==> config.mk <==
export PLATFORM = sky130hd
export DESIGN_NAME = bnv_host
export DESIGN_NICKNAME = d
export VERILOG_FILES = /design/src/bnv_pkg.sv /design/src/bnv_timer.sv /design/src/bnv_host.sv
export SDC_FILE = /design/constraint.sdc
export NUM_CORES = 1
export LEC_CHECK = 0
export ABC_AREA = 1
export BUFFER_PORTS_ARGS = -buffer_cell sky130_fd_sc_hd__buf_2
export CORE_MARGIN = 2
export CORE_UTILIZATION = 51
export CTS_BUF_LIST = sky130_fd_sc_hd__clkbuf_16
export DETAILED_ROUTE_END_ITERATION = 7
export GPL_TIMING_DRIVEN = 0
export PLACE_DENSITY = 0.87
export SYNTH_ARGS = -nofsm -noshare
export SYNTH_HDL_FRONTEND = slang
export SYNTH_SLANG_ARGS = --single-unit
==> constraint.sdc <==
create_clock -name core_clk -period 1.9 [get_ports core_clk]
set_input_delay 0 -clock core_clk [delete_from_list [all_inputs] [get_ports core_clk]]
set_output_delay 0 -clock core_clk [all_outputs]
set_load 0.005 [all_outputs]
==> src/bnv_pkg.sv <==
// Constants shared by the bytewide nonvolatile memory host controller.
package bnv_pkg;

  localparam int ADDR_W = 15;
  localparam int DATA_W = 8;
  localparam int CNT_W  = 8;

  localparam int CLK_NS       = 40;
  localparam int ACCESS_NS    = 70;
  localparam int PRECHARGE_NS = 60;
  localparam int CE_MAX_NS    = 10000;

  // Least times round up, the longest time rounds down.
  localparam int ACCESS_CYC_I = (ACCESS_NS + CLK_NS - 1) / CLK_NS;
  localparam int PRECH_CYC_I  = (PRECHARGE_NS + CLK_NS - 1) / CLK_NS;
  localparam int CE_MAX_CYC_I = CE_MAX_NS / CLK_NS;
  localparam int CE_LOW_CYC_I = (ACCESS_CYC_I < CE_MAX_CYC_I) ? ACCESS_CYC_I : CE_MAX_CYC_I;

  localparam logic [CNT_W-1:0] CE_LOW_CYC = CNT_W'(CE_LOW_CYC_I);
  localparam logic [CNT_W-1:0] PRECH_CYC  = CNT_W'(PRECH_CYC_I);
  localparam logic [CNT_W-1:0] SETUP_CYC  = 8'h01;

  localparam int BLOCK_LSB = 10;
  localparam int BLOCK_W   = 5;
  localparam int COL_LSB   = 8;
  localparam int COL_W     = 2;
  localparam int ROW_LSB   = 0;
  localparam int ROW_W     = 8;

  typedef enum logic [3:0] {
    BNV_IDLE   = 4'b0001,
    BNV_SETUP  = 4'b0010,
    BNV_ACCESS = 4'b0100,
    BNV_PRECH  = 4'b1000
  } bnv_state_t;

endpackage : bnv_pkg

==> src/bnv_timer.sv <==
// Down counter that times each phase of a memory cycle.
`timescale 1ns/1ns
module bnv_timer (
  input  wire logic                     core_clk,
  input  wire logic                     rst_b,
  input  wire logic                     load,
  input  wire logic [bnv_pkg::CNT_W-1:0] cycles,
  output logic                          expired
);

  logic [bnv_pkg::CNT_W-1:0] count;
  logic [bnv_pkg::CNT_W-1:0] next_count;

  assign expired    = (count == 8'h00);
  assign next_count = load ? (cycles - 8'h01) : (expired ? count : (count - 8'h01));

  // Phase length counter.
  // cycle counting
  always_ff @(posedge core_clk or negedge rst_b)
  begin
    if (!rst_b)
    begin
      count <= 8'h00;
    end
    else
    begin
      count <= next_count;
    end
  end

endmodule : bnv_timer

==> src/bnv_host.sv <==
// Host controller that runs read and write cycles on the bytewide memory pins.
`timescale 1ns/1ns
module bnv_host (
  input  wire logic                      core_clk,
  input  wire logic                      rst_b,
  input  wire logic                      reqValid,
  input  wire logic                      reqWrite,
  input  wire logic [bnv_pkg::ADDR_W-1:0] reqAddr,
  input  wire logic [bnv_pkg::DATA_W-1:0] reqWdata,
  output logic                           reqReady,
  output logic                           rspValid,
  output logic [bnv_pkg::DATA_W-1:0]      rspRdata,
  output logic [bnv_pkg::BLOCK_W-1:0]     blockSel,
  output logic [bnv_pkg::ROW_W-1:0]       rowSel,
  output logic [bnv_pkg::COL_W-1:0]       colSel,
  output logic                           rowRepeat,
  output logic                           memCe_b,
  output logic                           memOe_b,
  output logic                           memWe_b,
  output logic [bnv_pkg::ADDR_W-1:0]      memAddr,
  output logic [bnv_pkg::DATA_W-1:0]      memDqOut,
  output logic                           memDqOe,
  input  wire logic [bnv_pkg::DATA_W-1:0] memDqIn
);

  // Block and row of an address together name one physical row.
  function automatic logic [bnv_pkg::BLOCK_W+bnv_pkg::ROW_W-1:0] row_key(
    input logic [bnv_pkg::ADDR_W-1:0] a
  );
    row_key = {a[bnv_pkg::BLOCK_LSB +: bnv_pkg::BLOCK_W], a[bnv_pkg::ROW_LSB +: bnv_pkg::ROW_W]};
  endfunction : row_key

  bnv_pkg::bnv_state_t state;
  bnv_pkg::bnv_state_t next_state;

  logic                                     isWrite;
  logic                                     keyValid;
  logic [bnv_pkg::BLOCK_W+bnv_pkg::ROW_W-1:0] lastKey;
  logic                                     timerLoad;
  logic [bnv_pkg::CNT_W-1:0]                timerCycles;
  logic                                     phaseDone;

  wire accept    = (state == bnv_pkg::BNV_IDLE) && reqValid && reqReady;
  wire setupEnd  = (state == bnv_pkg::BNV_SETUP) && phaseDone;
  wire accessEnd = (state == bnv_pkg::BNV_ACCESS) && phaseDone;
  wire prechEnd  = (state == bnv_pkg::BNV_PRECH) && phaseDone;
  wire sameRow   = keyValid && (row_key(reqAddr) == lastKey);

  assign timerLoad   = accept || setupEnd || accessEnd;
  assign timerCycles = accept ? bnv_pkg::SETUP_CYC :
                       (setupEnd ? bnv_pkg::CE_LOW_CYC : bnv_pkg::PRECH_CYC);

  bnv_timer u_timer (
    .core_clk (core_clk),
    .rst_b    (rst_b),
    .load     (timerLoad),
    .cycles   (timerCycles),
    .expired  (phaseDone)
  );

  // Phase sequencing of one memory cycle.
  // access then precharge
  always_comb
  begin
    next_state = state;
    case (state)
      bnv_pkg::BNV_IDLE:
        if (accept)
        begin
          next_state = bnv_pkg::BNV_SETUP;
        end
      bnv_pkg::BNV_SETUP:
        if (setupEnd)
        begin
          next_state = bnv_pkg::BNV_ACCESS;
        end
      bnv_pkg::BNV_ACCESS:
        if (accessEnd)
        begin
          next_state = bnv_pkg::BNV_PRECH;
        end
      bnv_pkg::BNV_PRECH:
        if (prechEnd)
        begin
          next_state = bnv_pkg::BNV_IDLE;
        end
      default:
        next_state = bnv_pkg::BNV_IDLE;
    endcase
  end

  always_ff @(posedge core_clk or negedge rst_b)
  begin
    if (!rst_b)
    begin
      state <= bnv_pkg::BNV_IDLE;
    end
    else
    begin
      state <= next_state;
    end
  end

  // Request handshake; a write needs no completion wait.
  // no busy polling
  always_ff @(posedge core_clk or negedge rst_b)
  begin
    if (!rst_b)
    begin
      reqReady <= 1'b0;
    end
    else
    begin
      reqReady <= (next_state == bnv_pkg::BNV_IDLE) && !accept;
    end
  end

  // Address and data are set up one phase before select falls.
  // address valid first
  always_ff @(posedge core_clk or negedge rst_b)
  begin
    if (!rst_b)
    begin
      memAddr  <= '0;
      memDqOut <= '0;
      isWrite  <= 1'b0;
    end
    else if (accept)
    begin
      memAddr  <= reqAddr;
      memDqOut <= reqWdata;
      isWrite  <= reqWrite;
    end
  end

  // Select pulses low once per address and rises to start precharge.
  // one pulse per address
  always_ff @(posedge core_clk or negedge rst_b)
  begin
    if (!rst_b)
    begin
      memCe_b <= 1'b1;
    end
    else if (setupEnd)
    begin
      memCe_b <= 1'b0;
    end
    else if (accessEnd)
    begin
      memCe_b <= 1'b1;
    end
  end

  // Write enable falls before select, giving a select controlled write.
  // address latched on fall
  always_ff @(posedge core_clk or negedge rst_b)
  begin
    if (!rst_b)
    begin
      memWe_b <= 1'b1;
      memOe_b <= 1'b1;
    end
    else if (accept)
    begin
      memWe_b <= !reqWrite;
      memOe_b <= 1'b1;
    end
    else if (setupEnd)
    begin
      memOe_b <= isWrite;
    end
    else if (accessEnd)
    begin
      memWe_b <= 1'b1;
      memOe_b <= 1'b1;
    end
  end

  // Write data stay driven through the select rise for data hold.
  always_ff @(posedge core_clk or negedge rst_b)
  begin
    if (!rst_b)
    begin
      memDqOe <= 1'b0;
    end
    else if (accept)
    begin
      memDqOe <= reqWrite;
    end
    else if (prechEnd)
    begin
      memDqOe <= 1'b0;
    end
  end

  // Read data are sampled at the end of the select low phase.
  // access time met
  always_ff @(posedge core_clk or negedge rst_b)
  begin
    if (!rst_b)
    begin
      rspValid <= 1'b0;
      rspRdata <= '0;
    end
    else
    begin
      rspValid <= accessEnd;
      if (accessEnd && !isWrite)
      begin
        rspRdata <= memDqIn;
      end
    end
  end

  // Block, column and row of the access, and a flag for repeated row wear.
  // row and column decode
  always_ff @(posedge core_clk or negedge rst_b)
  begin
    if (!rst_b)
    begin
      blockSel  <= '0;
      rowSel    <= '0;
      colSel    <= '0;
      rowRepeat <= 1'b0;
      keyValid  <= 1'b0;
      lastKey   <= '0;
    end
    else if (accept)
    begin
      blockSel  <= reqAddr[bnv_pkg::BLOCK_LSB +: bnv_pkg::BLOCK_W];
      rowSel    <= reqAddr[bnv_pkg::ROW_LSB +: bnv_pkg::ROW_W];
      colSel    <= reqAddr[bnv_pkg::COL_LSB +: bnv_pkg::COL_W];
      rowRepeat <= sameRow;
      keyValid  <= 1'b1;
      lastKey   <= row_key(reqAddr);
    end
  end

endmodule : bnv_host

==> results.toml, run 1 <==
[clock_tree]
cts_resized = 0
cts_tree = "built"
max-clock-path-buffers = 2
cts-hold-fix-buffers = 27
h-tree-depth = 2
insertion_delay_ns = 0.30
cts.sinks = 52
path_clk_slew_ns = 0.07
postCtsSetupBuffers = 0
cts-root-buf = "clkbuf_16"
numCtsBuffers = 5

[worst_setup_path]
endpoint_kind = "flip-flop"
critPathRequiredTime_ns = 2.08
critPathLaunchType = "flip-flop"
cp_cell_sequence = "inv_1 -> ha_1 -> nand3_2 -> nor2_4 -> nand2_4 -> buf_6 -> o21ai_2 -> nand2_1"
path_buf_inv = 2
max_stage_delay_ns = 0.39
crit_type = "reg2reg"
path_max_fanout = 10
slowest_stage = "dfrtp_1"
cp.arrival_ns = 1.84
crit_family = "simple AND/OR/NAND/NOR gates"

[routing]
drcViolationCount = 0
viasPerCell = 4.98
dr_wl_met2_um = 3710
met1Wirelength_um = 2740
via_count = 2663
drt_iter0_drc = 148
ant_nets = 0
top_layer_used = "met4"
met3_length_um = 346
post_drt_wl_per_cell_um = 13.1
drt_wl_total_um = 7010
first_pass_iters = 5

[grt]
grt-ovfl-total = 0
grt_max_degree = 53
grt_usage_pct = 25.1
antenna_found_initial = 0
grt_pass1_wl_um = 11700
grt_pass1_vias = 2630

[synthesis]
synth.yosys.seq_area_share_pct = 48.6
synthArstFlopShare_pct = 100
yosys-top-cells-count = "124 x nand2_1, 48 x dfrtp_1, 41 x inv_1"
netlist.area_leader.share_pct = 44.7
synth_cell_types = 27
synth.net_count = 380
synth_area_leaders = "dfrtp_1 45%, nand2_1 17%, inv_1 5.7%"
ys_ff_latch = 52
yosysMostFrequentCell = "nand2_1"
syn_area_um2 = 2690
yosysWarningCount = 0
ys.flop_type = "dfrtp_1"
synth_cells = 343
yosys.area.top_type = "dfrtp_1"
synth_edf_count = 0
avgSynthCellArea_um2 = 7.84

[layout]
post-route-util_pct = 71.0
area_growth_pct = 34.8
fin_area_um2 = 3630
layout-drive-gt1-share_pct = 30.5
num_antenna_cells = 0
nets = 501
fin_cells = 535
n_fill_cell = 364

[sta]
holdWs_ns = -0.00223
tns_ns = 0
maxSlewHeadroom_pct = 24.6
fin_ws_ns = 0.242
finalHoldViolations = 1
finalCritPeriodShare_pct = 87.3
setup_viol = 0
finClkSkew_ns = 0.00500
clock.fmax_mhz = 603
grt_setup_unrepaired = "false"
slew_violations = 0
tightest_slew_ns = 1.13
min_period_ns = 1.66

[placed_design]
place_inst = 500
place.gp.congestion = 0.837
dp_slack_ns = 0.295
placedInstanceArea_um2 = 3210
numPortBuffers = 87
place.detailed.hpwl_um = 4390

[pwr]
p_int_mw = 3.07
combinationalPowerShare_pct = 45.9
power_switching_mw = 2.06
seqPwrFrac_pct = 36.7
clkPwrFrac_pct = 17.5
max-vdd-ir-drop_mv = 0.883
switching_share_pct = 40.3
cellLeakagePower_nw = 1.97
power-per-cell-area_nw_per_um2 = 1410

[floorplanning]
fp.dieW_um = 76.6
initial_core_util_pct = 52.7
die_area_um2 = 5870
io_pins = 88
die_h_um = 76.6
rows = 26
core_area_um2 = 5110

[worst_hold_path]
hold_class = "in2reg"

[run_status]
status = "complete, but fails checks"
violations = "hold timing"

[job]
cap_violations = 0
==> power by group through the flow <==
stage	logic (mW)	clock network [mW]	registers [mW]
6_report	2.35	0.895	1.88
5_1_grt	2.66	0.950	1.93
4_1_cts	2.32	0.895	1.85
3_5_place_dp	2.25	0	1.86
3_3_place_gp	2.16	0	1.85
2_1_floorplan	1.47	0	1.85
==> through the flow <==
| stage | hold slack [ns] | total power, mW |
|---|---|---|
| final | -0.00223 | 5.13 |
| after global routing | 0.0293 | 5.54 |
| after CTS | 0.000228 | 5.07 |
| after detailed placement | 0.200 | 4.12 |
| after global placement | 0.194 | 4.00 |
| after floorplan | -0.296 | 3.32 |
==> logic make-up (layout without fill, tap and decap cells) <==
kind of cell,count (synthesis),after routing,share of synthesized area (%)
simple gates,184,184,28.9
buf+inv,65,187,12.3
flops,52,52,48.6
compound gates,39,39,8.98
fa+ha+maj,2,2,0.930
xor+xnor,1,1,0.326
==> metal layers <==
| metal | up-vias | track usage, % |
|---|---|---|
| li1 | 1284 | - |
| met1 | 1269 | 28.6 |
| met2 | 88 | 44.7 |
| met3 | 22 | 3.91 |
| met4 | 0 | 13.8 |
| met5 | - | 0 |
==> cell usage in the layout (no fill, tap or decap), drive strengths merged <==
| master | n |
|---|---|
| nand2 | 128 |
| o211ai | 2 |
| nand4 | 3 |
| inv | 41 |
| buf | 108 |
| nor3 | 1 |
| dlygate4sd3 | 27 |
| o21a | 2 |
| or2 | 1 |
| nand3b | 1 |
| dfstp | 4 |
| nor2 | 37 |
| clkinv | 1 |
| o21bai | 1 |
| clkinvlp | 2 |
| ha | 2 |
| nand3 | 13 |
| o21ai | 32 |
| xor2 | 1 |
| a21oi | 2 |
| clkbuf | 8 |
| dfrtp | 48 |
==> worst register-to-register path, cell delays in order, from the launching register on <==
cell and delay, ns:
dfrtp_1 0.39, inv_1 0.14, ha_1 0.24, nand3_2 0.13, nor2_4 0.19, nand2_4 0.09, buf_6 0.16, o21ai_2 0.13
nand2_1 0.07
==> state kept, by name (all words and copies together) (netlist names) <==
signal	count
memAddr	15
memDqOut	8
rspRdata	8
u_timer.count	8
state	4
isWrite	1
keyValid	1
memCe_b	1
memDqOe	1
memOe_b	1
memWe_b	1
reqReady	1
rowRepeat	1
rspValid	1
==> layout make-up <==
| cell class | instances | area [um2] | area share, % |
|---|---|---|---|
| buffer | 24 | 178 | 4.90 |
| clock buffer | 5 | 125 | 3.45 |
| inverter | 41 | 154 | 4.24 |
| timing repair buffer | 114 | 706 | 19.5 |
| tap | 70 | 87.6 | 2.41 |
| sequential | 52 | 1310 | 36.0 |
| clock inverter | 3 | 18.8 | 0.517 |
| multi-input combinational | 226 | 1050 | 29.0 |
==> worst paths after layout <==
path                                                   start  depth (start not counted)  slack (ns)                      end
worst min-delay path                              reqAddr[4]                          3      -0.002   memAddr[4]$_DFFE_PN0P_
max in group asynchronous                              rst_b                          2        0.74   memAddr[8]$_DFFE_PN0P_
worst max-delay path            u_timer.count[0]$_DFFE_PN0P_                          8        0.24  rspRdata[2]$_DFFE_PN0P_
worst min register to register          keyValid$_DFFE_PN0P_                          1        0.47     keyValid$_DFFE_PN0P_
min in group asynchronous                              rst_b                          2        0.45  rspRdata[1]$_DFFE_PN0P_
worst max register to register  u_timer.count[0]$_DFFE_PN0P_                          8        0.24  rspRdata[2]$_DFFE_PN0P_
Note: power is estimated with default switching activity, not from simulation.
==> run 2: changes to the inputs <==
--- a/config.mk
+++ b/config.mk
@@ -7,9 +7,10 @@
 export LEC_CHECK = 0
 export ABC_AREA = 1
 export BUFFER_PORTS_ARGS = -buffer_cell sky130_fd_sc_hd__buf_2
+export CELL_PAD_IN_SITES_DETAIL_PLACEMENT = 1
+export CELL_PAD_IN_SITES_GLOBAL_PLACEMENT = 2
 export CORE_MARGIN = 2
-export CORE_UTILIZATION = 51
-export CTS_BUF_LIST = sky130_fd_sc_hd__clkbuf_16
+export CORE_UTILIZATION = 28
 export DETAILED_ROUTE_END_ITERATION = 7
 export GPL_TIMING_DRIVEN = 0
 export PLACE_DENSITY = 0.87
==> run 2 against run 1 <==
  * The flow now finishes without violations
  * Sequential share of layout area is 0.93 points lower
  * Critical path depth unchanged
  * Core utilization shrank 31 points
  * Power is 5.9% lower
  * Critical endpoint is now memDqOe$_DFFE_PN0P_
  * Largest cell class unchanged
  * Largest power group unchanged
==> results.toml, run 2 (synthesis results as in run 1) <==
[worst_setup_path]
endpoint_kind = "flip-flop"
crit_end = "memDqOe$_DFFE_PN0P_"
reg2reg_slack_ns = 0.28
slowest_stage = "dfrtp_1"
crit_type = "reg2reg"
critPathRequiredTime_ns = 2.10
crit_top_cell = "nand3_1"
cp-startpoint = "u_timer.count[0]$_DFFE_PN0P_"
r2r_end = "memDqOe$_DFFE_PN0P_"
cp_cell_sequence = "inv_1 -> ha_1 -> nand3_2 -> nor2_4 -> buf_6 -> nand3_1 -> nand3_1 -> nand2_1"
crit_cells = 8
path_buf_inv = 2
max_stage_delay_ns = 0.40
crit_family = "simple AND/OR/NAND/NOR gates"
cp.arrival_ns = 1.82
path_max_fanout = 10
rr_startpoint = "u_timer.count[0]$_DFFE_PN0P_"
r2r_cells = 8
critPathLaunchType = "flip-flop"

[routing]
first_pass_iters = 4
via_count = 2563
drt_iter0_drc = 65
viasPerCell = 4.26
ant_nets = 0
drt_wl_total_um = 7210
post_drt_wl_per_cell_um = 12.0
drcViolationCount = 0

[grt]
grt_pass1_wl_um = 12500
grt_pass1_vias = 2693
grt_usage_pct = 14.7
grt_max_degree = 53
antenna_found_initial = 0
grt-ovfl-total = 0

[pwr]
finalPower_mw = 4.83
cellLeakagePower_nw = 1.99
power-per-cell-area_nw_per_um2 = 1300
max-vdd-ir-drop_mv = 0.510

[run_status]
status = "complete, no violations"

[clock_tree]
cts_resized = 0
path_clk_slew_ns = 0.10
cts-hold-fix-buffers = 33
cts.sinks = 52
cts-root-buf = "clkbuf_8"
max-clock-path-buffers = 2
numCtsBuffers = 5
postCtsSetupBuffers = 0
cts_tree = "built"
h-tree-depth = 2
insertion_delay_ns = 0.30

[sta]
maxSlewHeadroom_pct = 58.4
grt_setup_unrepaired = "false"
tns_ns = 0
finClkSkew_ns = 0.0165
slew_violations = 0
finalCritPeriodShare_pct = 85.3
finalHoldViolations = 0
tightest_slew_ns = 0.625
fin_ws_ns = 0.280
setup_viol = 0
min_period_ns = 1.62
clock.fmax_mhz = 617

[worst_hold_path]
hold_class = "in2reg"

[layout]
fin_area_um2 = 3720
nets = 508
layout_common_cells = "124 x nand2_1, 88 x buf_2, 48 x dfrtp_1"
final_common_cell = "nand2_1"
largest_reg_flops = 15
area_growth_pct = 38.4
num_antenna_cells = 0
regMostFlops = "memAddr"
layout-drive-gt1-share_pct = 30.3

[placed_design]
placedInstanceArea_um2 = 3290
dp_slack_ns = 0.303
place.detailed.hpwl_um = 5260
numPortBuffers = 87
place.gp.congestion = 0.752

[job]
cap_violations = 0

[floorplanning]
rows = 35
initial_core_util_pct = 29.0
fp.dieW_um = 102
io_pins = 88
die_area_um2 = 10400
die_h_um = 102
core_area_um2 = 9280
[run 2: changes by cell type in the layout (fill, tap and decap cells not counted), moves of 2 or more]
cell and change:
dlygate4sd3_1 +6, clkbuf_16 -5, clkbuf_8 +5, clkinvlp_4 -2
[run 2: per-stage QoR]
step | hold slack [ns] | util, % | std cells
2_1_floorplan | -0.296 | - | 343
3_3_place_gp | 0.196 | 35.4 | 559
3_5_place_dp | 0.205 | 35.4 | 559
4_1_cts | 0.141 | 39.9 | 600
5_1_grt | 0.174 | 40.1 | 601
6_report | 0.145 | 40.1 | 601
[run 2: routing by layer]
| metal | part of all wire [%] | vias up | track usage, % | routed length (um) |
|---|---|---|---|---|
| met5 | 0 | - | 0 | 0 |
| met4 | 0.62 | 0 | 2.67 | 45 |
| met3 | 4.3 | 4 | 3.42 | 307 |
| met2 | 52 | 48 | 26.3 | 3720 |
| met1 | 44 | 1217 | 18.3 | 3140 |
| li1 | - | 1294 | - | - |
[run 2: worst min-delay path: stages]
cell,delay [ns]
buf_2,0.10
nand2_1,0.11
nor2_4,0.08
nand2_1,0.05
o21ai_0,0.06
[run 2: worst min-delay path by stage]
| stage | startpoint | end | depth (start not counted) | slack, ns |
|---|---|---|---|---|
| floorplan | rst_b | isWrite$_DFFE_PN0P_ | 0 | -0.30 |
| global placement | reqWdata[1] | memDqOut[1]$_DFFE_PN0P_ | 3 | 0.20 |
| detailed placement | reqWdata[6] | memDqOut[6]$_DFFE_PN0P_ | 3 | 0.20 |
| CTS | reqValid | memAddr[1]$_DFFE_PN0P_ | 5 | 0.14 |
| global route | reqValid | memAddr[1]$_DFFE_PN0P_ | 5 | 0.17 |
| finish | reqValid | memAddr[1]$_DFFE_PN0P_ | 5 | 0.14 |
[run 2: cell type report]
type	count	area, um2
clock inverters	2	13.8
repair buffers	121	786
inverters	41	154
multi-input cells	226	1050
plain buffers	24	178
clock buffers	6	72.6
fillers	1214	5560
well taps	129	161
flip-flops and latches	52	1310
[run 2: power breakdown]
| group | switching [mW] | internal, mW |
|---|---|---|
| Sequential | 0.328 | 1.53 |
| Clock | 0.381 | 0.264 |
| Combinational | 1.27 | 1.06 |
